<file path="src/core/dcs_pkg.sv">
// Shared constants, carriers and state encoding for the comparator D debug block.
`default_nettype none
package dcs_pkg;

  // Register indices; the APB byte address is four times the index.
  localparam logic [11:0] IDX_D_CTL = 12'h140;
  localparam logic [11:0] IDX_D_AH = 12'h145;
  localparam logic [11:0] IDX_D_AM = 12'h146;
  localparam logic [11:0] IDX_D_AL = 12'h147;
  localparam logic [11:0] IDX_DC1 = 12'h100;
  localparam logic [11:0] IDX_DC2 = 12'h101;
  localparam logic [11:0] IDX_STAT = 12'h102;
  localparam logic [11:0] IDX_TRACE = 12'h10e;
  localparam logic [11:0] IDX_C_CTL = 12'h130;

  // Comparator control field positions.
  localparam int unsigned CTL_PC_COMPARE_SELECT = 5;
  localparam int unsigned CTL_RW = 3;
  localparam int unsigned CTL_RWE = 2;
  localparam int unsigned CTL_COMPARATOR_ON = 0;

  // Debug control one and two field positions.
  localparam int unsigned DC1_ARM = 7;
  localparam int unsigned DC1_FORCE_TRIGGER_BIT = 6;
  localparam int unsigned DC2_RANGE_MODE_SELECT_CD_LSB = 0;
  localparam int unsigned DC2_TGT_LSB = 2;

  // Status field positions.
  localparam int unsigned ST_TRACE_BIT = 0;
  localparam int unsigned ST_STATE_LSB = 1;
  localparam int unsigned ST_PTA_BIT = 4;
  localparam int unsigned ST_COUNT_LSB = 5;

  // Reset values.
  localparam logic [7:0] CTL_RST = 8'h00;
  localparam logic [23:0] ADDR_RST = 24'h000000;
  localparam logic [7:0] DC_RST = 8'h00;

  // Widths and trace buffer shape.
  localparam int unsigned ADDR_W = 24;
  localparam int unsigned TRACE_W = 16;
  localparam int unsigned TRACE_DEPTH = 16;
  localparam int unsigned TRACE_CNT_W = 5;

  // CPU data access seen on the bus.
  typedef struct packed {
    logic valid;
    logic rnw;
    logic [23:0] addr;
  } dcs_access_t;

  // Opcode entering the execution stage.
  typedef struct packed {
    logic valid;
    logic [23:0] pc;
  } dcs_exec_t;

  // Sequencer states, Gray coded along idle, 1, 2, 3, final.
  typedef enum logic [2:0] {
    ST_IDLE = 3'b000,
    ST_ONE = 3'b001,
    ST_TWO = 3'b011,
    ST_THREE = 3'b010,
    ST_FINAL = 3'b110
  } dcs_state_t;

endpackage
`default_nettype wire

</file>
<file path="src/core/dcs_comparator.sv">
// Address comparator with access direction qualification and opcode mode.
`timescale 1ns/1ps
`default_nettype none
module dcs_comparator (
  input wire logic pclk,
  input wire logic presetn,
  input wire logic [7:0] ctl,
  input wire logic [23:0] cmp_addr,
  input wire dcs_pkg::dcs_access_t access,
  input wire dcs_pkg::dcs_exec_t exec,
  output logic match
);
  import dcs_pkg::*;

  logic dir_ok;
  logic data_hit;
  logic pc_hit;

  // Direction qualification passes unless enabled and mismatched.
  // direction equal test
  assign dir_ok = !ctl[CTL_RWE] || (ctl[CTL_RW] == access.rnw);
  assign data_hit = access.valid && (access.addr == cmp_addr) && dir_ok;
  assign pc_hit = exec.valid && (exec.pc == cmp_addr);
  assign match = ctl[CTL_COMPARATOR_ON] && (ctl[CTL_PC_COMPARE_SELECT] ? pc_hit : data_hit);
endmodule
`default_nettype wire

</file>
<file path="src/core/dcs_trace_buf.sv">
// Trace buffer of 16-bit entries, drained one word per window read.
`timescale 1ns/1ps
`default_nettype none
module dcs_trace_buf (
  input wire logic pclk,
  input wire logic presetn,
  input wire logic push,
  input wire logic [15:0] push_data,
  input wire logic pop,
  output logic [15:0] head,
  output logic empty,
  output logic full,
  output logic [4:0] count
);
  import dcs_pkg::*;

  logic [TRACE_W-1:0] mem [TRACE_DEPTH];
  logic [3:0] wr_ptr_reg;
  logic [3:0] rd_ptr_reg;
  logic [4:0] count_reg;
  logic do_push;
  logic do_pop;

  // Pushes stop at full so old entries are kept, pops are ignored when empty.
  assign do_push = push && !full;
  assign do_pop = pop && !empty;
  assign empty = (count_reg == 5'h00);
  assign full = (count_reg == 5'(TRACE_DEPTH));
  assign count = count_reg;
  assign head = mem[rd_ptr_reg];

  // Storage write.
  always_ff @(posedge pclk) begin
    if (do_push) begin
      mem[wr_ptr_reg] <= push_data;
    end
  end

  // Pointers and fill count.
  always_ff @(posedge pclk or negedge presetn) begin
    if (!presetn) begin
      wr_ptr_reg <= 4'h0;
      rd_ptr_reg <= 4'h0;
      count_reg <= 5'h00;
    end else begin
      if (do_push) begin
        wr_ptr_reg <= wr_ptr_reg + 4'h1;
      end
      if (do_pop) begin
        rd_ptr_reg <= rd_ptr_reg + 4'h1;
      end
      count_reg <= count_reg + 5'(do_push) - 5'(do_pop);
    end
  end
endmodule
`default_nettype wire

</file>
<file path="src/core/dcs_debug_top.sv">
// Comparator D debug block: APB registers, sequencer and trace window.
// Contract
// - Control bit 5 selects program counter compare (1) or data address compare (0).
// - Control bit 3 picks write (0) or read (1) cycles, unused if unqualified or opcode mode.
// - Control bit 2 turns direction qualification on, ignored in opcode mode.
// - Control bit 0 enables the comparator, which never matches while it is 0.
// - Qualified matches need the bus direction equal to the value bit.
// - Comparator D registers read anytime and write only when disarmed and profiling is idle.
// - In C/D range mode the C control register configures the compare and D control is unused.
// - The 24-bit stored address, reset to zero, must equal the bus address bit for bit.
// - Tracing and breakpoints happen only while the arm bit is set.
// - In data mode a data access at the stored address matches.
// - In opcode mode the match rises as the opcode enters execution.
// - A comparator match moves the sequencer to the programmed state.
// - The sequencer moves freely among states 1, 2 and 3 and the final state starts tracing.
// - The external event or a force trigger write forces the sequencer to the final state.
// - The trace buffer is read through a two-byte window by 16-bit reads.
// - Opcode mode ignores direction bits and needs the exact first opcode byte address.
`timescale 1ns/1ps
`default_nettype none
module dcs_debug_top (
  input wire logic pclk,
  input wire logic presetn,
  input wire logic psel,
  input wire logic penable,
  input wire logic pwrite,
  input wire logic [15:0] paddr,
  input wire logic [31:0] pwdata,
  output logic [31:0] prdata,
  output logic pready,
  output logic pslverr,
  input wire dcs_pkg::dcs_access_t cpu_access,
  input wire dcs_pkg::dcs_exec_t cpu_exec,
  input wire logic external_event,
  input wire logic profiling_trace_active,
  output logic match_d,
  output logic breakpoint,
  output logic trace_active,
  output dcs_pkg::dcs_state_t seq_state
);
  import dcs_pkg::*;

  // Register index match for a byte address.
  function automatic logic hit(input logic [15:0] a, input logic [11:0] idx);
    hit = (a[15:2] == {2'b00, idx}) && (a[1:0] == 2'b00);
  endfunction

  logic [7:0] d_ctl_reg;
  logic [23:0] d_addr_reg;
  logic [7:0] c_ctl_reg;
  logic [7:0] dc1_reg;
  logic [7:0] dc2_reg;
  logic [31:0] prdata_reg;
  logic breakpoint_reg;
  dcs_state_t state_reg;
  dcs_state_t state_next;
  logic wr_access;
  logic rd_setup;
  logic rd_access;
  logic mapped;
  logic d_wr_ok;
  logic arm;
  logic force_trigger_bit_write;
  logic forced;
  logic range_mode;
  logic [7:0] eff_ctl;
  logic [1:0] target;
  dcs_state_t target_state;
  logic [15:0] trace_head;
  logic trace_empty;
  logic trace_full;
  logic [4:0] trace_count;
  logic trace_pop;
  logic trace_push;
  logic [31:0] rd_value;

  // APB phase decode; the slave always answers in the first access cycle.
  assign pready = 1'b1;
  assign wr_access = psel && penable && pwrite;
  assign rd_setup = psel && !penable && !pwrite;
  assign rd_access = psel && penable && !pwrite;
  assign mapped = hit(paddr, IDX_D_CTL) || hit(paddr, IDX_D_AH) || hit(paddr, IDX_D_AM)
    || hit(paddr, IDX_D_AL) || hit(paddr, IDX_DC1) || hit(paddr, IDX_DC2)
    || hit(paddr, IDX_STAT) || hit(paddr, IDX_TRACE) || hit(paddr, IDX_C_CTL);
  assign pslverr = psel && penable && !mapped;
  assign prdata = prdata_reg;

  // Control decode.
  assign arm = dc1_reg[DC1_ARM];
  assign d_wr_ok = !arm && !profiling_trace_active;
  assign force_trigger_bit_write = wr_access && hit(paddr, IDX_DC1) && pwdata[DC1_FORCE_TRIGGER_BIT];
  assign forced = force_trigger_bit_write || external_event;
  assign range_mode = (dc2_reg[DC2_RANGE_MODE_SELECT_CD_LSB +: 2] != 2'b00);
  assign eff_ctl = range_mode ? c_ctl_reg : d_ctl_reg;
  assign target = dc2_reg[DC2_TGT_LSB +: 2];

  // Comparator D against the CPU buses.
  // mode select inside comparator
  dcs_comparator u_cmp (
    .pclk(pclk),
    .presetn(presetn),
    .ctl(eff_ctl),
    .cmp_addr(d_addr_reg),
    .access(cpu_access),
    .exec(cpu_exec),
    .match(match_d)
  );

  // Comparator D registers; a blocked write changes nothing.
  // locked writes dropped
  always_ff @(posedge pclk or negedge presetn) begin
    if (!presetn) begin
      d_ctl_reg <= CTL_RST;
      d_addr_reg <= ADDR_RST;
    end else if (wr_access && d_wr_ok) begin
      if (hit(paddr, IDX_D_CTL)) begin
        d_ctl_reg <= pwdata[7:0];
      end
      if (hit(paddr, IDX_D_AH)) begin
        d_addr_reg[23:16] <= pwdata[7:0];
      end
      if (hit(paddr, IDX_D_AM)) begin
        d_addr_reg[15:8] <= pwdata[7:0];
      end
      if (hit(paddr, IDX_D_AL)) begin
        d_addr_reg[7:0] <= pwdata[7:0];
      end
    end
  end

  // Comparator C control and range select share the same lock.
  always_ff @(posedge pclk or negedge presetn) begin
    if (!presetn) begin
      c_ctl_reg <= CTL_RST;
      dc2_reg <= DC_RST;
    end else if (wr_access && d_wr_ok) begin
      if (hit(paddr, IDX_C_CTL)) begin
        c_ctl_reg <= pwdata[7:0];
      end
      if (hit(paddr, IDX_DC2)) begin
        dc2_reg <= pwdata[7:0];
      end
    end
  end

  // Debug control one; the force trigger bit is a write pulse and reads as zero.
  always_ff @(posedge pclk or negedge presetn) begin
    if (!presetn) begin
      dc1_reg <= DC_RST;
    end else if (wr_access && hit(paddr, IDX_DC1)) begin
      dc1_reg <= pwdata[7:0] & ~(8'h01 << DC1_FORCE_TRIGGER_BIT);
    end
  end

  // Target state of a comparator match.
  always_comb begin
    case (target)
      2'b00: target_state = ST_ONE;
      2'b01: target_state = ST_TWO;
      2'b10: target_state = ST_THREE;
      default: target_state = ST_FINAL;
    endcase
  end

  // Sequencer next state; forced moves beat comparator matches.
  always_comb begin
    state_next = state_reg;
    if (!arm) begin
      state_next = ST_IDLE;
    end else begin
      case (state_reg)
        ST_IDLE: begin
          state_next = forced ? ST_FINAL : ST_ONE;
        end
        ST_ONE, ST_TWO, ST_THREE: begin
          if (forced) begin
            state_next = ST_FINAL;
          end else if (match_d) begin
            state_next = target_state;
          end
        end
        ST_FINAL: begin
          state_next = ST_FINAL;
        end
        default: begin
          state_next = ST_IDLE;
        end
      endcase
    end
  end

  // Sequencer state register.
  always_ff @(posedge pclk or negedge presetn) begin
    if (!presetn) begin
      state_reg <= ST_IDLE;
    end else begin
      state_reg <= state_next;
    end
  end

  // Breakpoint pulse on entry to the final state.
  // final entry triggers tracing
  always_ff @(posedge pclk or negedge presetn) begin
    if (!presetn) begin
      breakpoint_reg <= 1'b0;
    end else begin
      breakpoint_reg <= (state_next == ST_FINAL) && (state_reg != ST_FINAL);
    end
  end

  assign breakpoint = breakpoint_reg;
  assign seq_state = state_reg;
  assign trace_active = (state_reg == ST_FINAL);

  // Trace capture of data access addresses while in the final state.
  // capture only when armed
  assign trace_push = trace_active && arm && cpu_access.valid;
  assign trace_pop = rd_access && hit(paddr, IDX_TRACE);

  dcs_trace_buf u_trace (
    .pclk(pclk),
    .presetn(presetn),
    .push(trace_push),
    .push_data(cpu_access.addr[15:0]),
    .pop(trace_pop),
    .head(trace_head),
    .empty(trace_empty),
    .full(trace_full),
    .count(trace_count)
  );

  // Read mux; unmapped addresses read zero.
  always_comb begin
    rd_value = 32'h00000000;
    if (hit(paddr, IDX_D_CTL)) begin
      rd_value[7:0] = d_ctl_reg;
    end else if (hit(paddr, IDX_D_AH)) begin
      rd_value[7:0] = d_addr_reg[23:16];
    end else if (hit(paddr, IDX_D_AM)) begin
      rd_value[7:0] = d_addr_reg[15:8];
    end else if (hit(paddr, IDX_D_AL)) begin
      rd_value[7:0] = d_addr_reg[7:0];
    end else if (hit(paddr, IDX_DC1)) begin
      rd_value[7:0] = dc1_reg;
    end else if (hit(paddr, IDX_DC2)) begin
      rd_value[7:0] = dc2_reg;
    end else if (hit(paddr, IDX_C_CTL)) begin
      rd_value[7:0] = c_ctl_reg;
    end else if (hit(paddr, IDX_STAT)) begin
      rd_value[ST_TRACE_BIT] = trace_active;
      rd_value[ST_STATE_LSB +: 3] = state_reg;
      rd_value[ST_PTA_BIT] = profiling_trace_active;
      rd_value[ST_COUNT_LSB +: 5] = trace_count;
    end else if (hit(paddr, IDX_TRACE)) begin
      rd_value[15:0] = trace_empty ? 16'h0000 : trace_head;
    end
  end

  // Read data is captured in the setup cycle and held through the access.
  always_ff @(posedge pclk or negedge presetn) begin
    if (!presetn) begin
      prdata_reg <= 32'h00000000;
    end else if (rd_setup) begin
      prdata_reg <= rd_value;
    end
  end
endmodule
`default_nettype wire

</file>
<file path="config.mk">
export PLATFORM = sky130hd
export DESIGN_NAME = dcs_debug_top
export DESIGN_NICKNAME = d
export VERILOG_FILES = /design/src/core/dcs_pkg.sv /design/src/core/dcs_comparator.sv /design/src/core/dcs_trace_buf.sv /design/src/core/dcs_debug_top.sv
export SDC_FILE = /design/constraint.sdc
export NUM_CORES = 1
export LEC_CHECK = 0
export ABC_AREA = 0
export BUFFER_PORTS_ARGS = -buffer_cell sky130_fd_sc_hd__buf_2
export CAP_MARGIN = 20
export CORE_UTILIZATION = 30
export DETAILED_ROUTE_END_ITERATION = 12
export PLACE_DENSITY = 0.46
export SETUP_SLACK_MARGIN = 0.02
export SLEW_MARGIN = 20
export SYNTH_ARGS = -nofsm -noshare
export SYNTH_HDL_FRONTEND = slang
export SYNTH_HIERARCHICAL = 1
export SYNTH_SLANG_ARGS = --single-unit
</file>
<file path="constraint.sdc">
create_clock -name pclk -period 6.3 [get_ports pclk]
set_input_delay 0.315 -clock pclk [delete_from_list [all_inputs] [get_ports pclk]]
set_output_delay 0.315 -clock pclk [all_outputs]
set_load 0.03 [all_outputs]
</file>
==> impl_metrics.json <==
{
  "syn2layout_area_growth_pct": 15.8,
  "hold_slack_ns": 0.0607,
  "rsz0062_at_grt": "false",
  "wl_per_cell_microns": 23.9,
  "period_share_pct": 61.5,
  "chipHeight_microns": 230,
  "status": "finished, final reports clean",
  "r2r_start": "u_trace/rd_ptr_reg[0]",
  "cts_buffer_depth": 3,
  "cts.reportedPaths.clkPinSlew_ns": 0.06,
  "routed-wl-met2_microns": 20800,
  "place_area_sq_mm": 0.0167,
  "drt_wl_total_microns": 43500,
  "hold_viol": 0,
  "relSlewSlack_pct": 24.4,
  "synthesis.area_sq_mm": 0.0156,
  "met3_length_microns": 1940,
  "ff2ff_setup_slack_ns": 2.93,
  "startpoint": "dc2_reg[0]",
  "cts_sinks": 344,
  "drv_slew": 0,
  "syn_inst": 990,
  "port-buffer-count": 104,
  "cts_made_buffers": 40,
  "syn_avg_cell_area_sq_um": 15.7,
  "vias_per_cell": 5.00,
  "antenna_found_initial": 4,
  "largest_reg_flops": 256,
  "crit_family": "compound AO/OA/AOI/OAI gates",
  "endpoint": "match_d",
  "switching_share_pct": 21.8,
  "dp_hpwl_microns": 28800,
  "path_depth": 8,
  "grt_pass1_wl_microns": 63800,
  "nets": 1228,
  "layout_commonest_cell": "edfxtp_1",
  "skew_ns": 0.0292,
  "die_w_microns": 230,
  "path_max_fanout": 6,
  "drive_above_1_share_pct": 29.6,
  "path_buf_inv": 1,
  "grt_use_total_pct": 16.6,
  "hold_depth": 3,
  "max_freq_mhz": 258,
  "drcViolationCount": 0,
  "arrival_ns": 3.56,
  "h-tree-depth": 2,
  "top_layer_used": "met5",
  "gp_congestion": 0.855,
  "max_stage_delay_ns": 0.45,
  "wl_met1_microns": 19900,
  "cts_tree": "built",
  "startpoint_type": "register",
  "grt_pass1_vias": 9265,
  "rows": 83,
  "drv_cap": 0,
  "p_sw_w": 0.00107,
  "crit_required_ns": 5.98,
  "finalPower_w": 0.00493,
  "combinationalPowerShare_pct": 4.0,
  "core_sq_mm": 0.0513,
  "worstMarginPinSlew_ns": 1.13,
  "initial_core_util_pct": 30.4,
  "top_level_ports": 146,
  "critPathKind": "reg -> out",
  "setup.worst_path.end_class": "output port",
  "layout_common_cells": "256 x edfxtp_1, 103 x buf_2, 86 x dfrtp_1",
  "firstDrtPassIters": 5,
  "first_iter_violations": 583,
  "min_path_type": "in -> reg",
  "finalCriticalPeriod_ns": 3.87,
  "setup_viol": 0,
  "insertion_delay_ns": 0.56,
  "tns_ns": 0,
  "irDropWorstVdd_uv": 165,
  "grt_max_degree": 54,
  "ant_nets": 0,
  "vias": 9100,
  "p_leak_nw": 6.50,
  "dieArea_sq_mm": 0.0528,
  "pwr-share-clk_pct": 46.0,
  "power_frac_seq_pct": 50.0,
  "cp_slowest_cell": "a2111oi_2",
  "fin_util_pct": 35.2,
  "cts_root_buf": "clkbuf_16",
  "internal-power_w": 0.00386,
  "overflow": 0,
  "r2r-end": "prdata[3]",
  "stdcell_area_sq_mm": 0.0180,
  "powerDensity_mw_per_mm2": 274,
  "r2r_cells": 7,
  "cp_cell_sequence": "nor2_1 -> mux2_2 -> xor2_1 -> a2111oi_2 -> nand4_1 -> nor4_1 -> o21a_1 -> buf_2",
  "yosysWarnings": 6
}
-- through the flow --
step / instances / setup slack [ns]
finish: 1821 / 2.43
global route: 1820 / 2.27
CTS: 1820 / 2.38
detailed placement: 1747 / 2.26
global placement: 1747 / 2.30
floorplan: 1005 / 2.45
-- worst reg2reg max path: cells and delay by family, from the launching register on --
kind | cells | cell delay [ns]
flops | 1 | 1.08
compound gates | 3 | 0.76
mux | 1 | 0.62
buf+inv | 1 | 0.47
simple gates | 2 | 0.35
-- power by group through the flow --
stage	Combinational, W	Clock, W	Sequential [W]
global placement	0.000195	0	0.00251
detailed placement	0.000197	0	0.00251
CTS	0.000199	0.00235	0.00247
floorplan	0.0000848	0	0.00252
finish	0.000197	0.00227	0.00247
global route	0.000216	0.00243	0.00247
-- per-layer routing --
layer  GRT usage (%)  up-vias
li1                -     4122
met1            22.7     4706
met2            26.7      214
met3            3.29       56
met4            4.35        2
met5               0        -
-- repair_timing --
item,4_1_cts,5_1_grt
buffers inserted,0,0
hold buffers,1,0
endpoints found under the setup margin,0,0
gates resized for setup,0,0
hold endpoints to repair,35,0
-- cell type report --
cell class	count	area, sq um
inverter	18	67.6
antenna	1	2.50
clock inverter	19	184
sequential	344	9890
fill	4923	33300
clock buffer	53	1090
timing repair buffer	124	688
multi-input combinational	582	5260
tap	680	851
-- worst min path at each step --
| stage | start | to | slack [ns] |
|---|---|---|---|
| floorplan | presetn | breakpoint | 0.02 |
| global placement | presetn | prdata[9] | 0.32 |
| detailed placement | presetn | breakpoint | 0.32 |
| finish | external_event | seq_state[0] | 0.06 |
| global route | external_event | seq_state[0] | 0.05 |
| CTS | external_event | seq_state[0] | 0.02 |
Power figures use the tool's default switching activity.
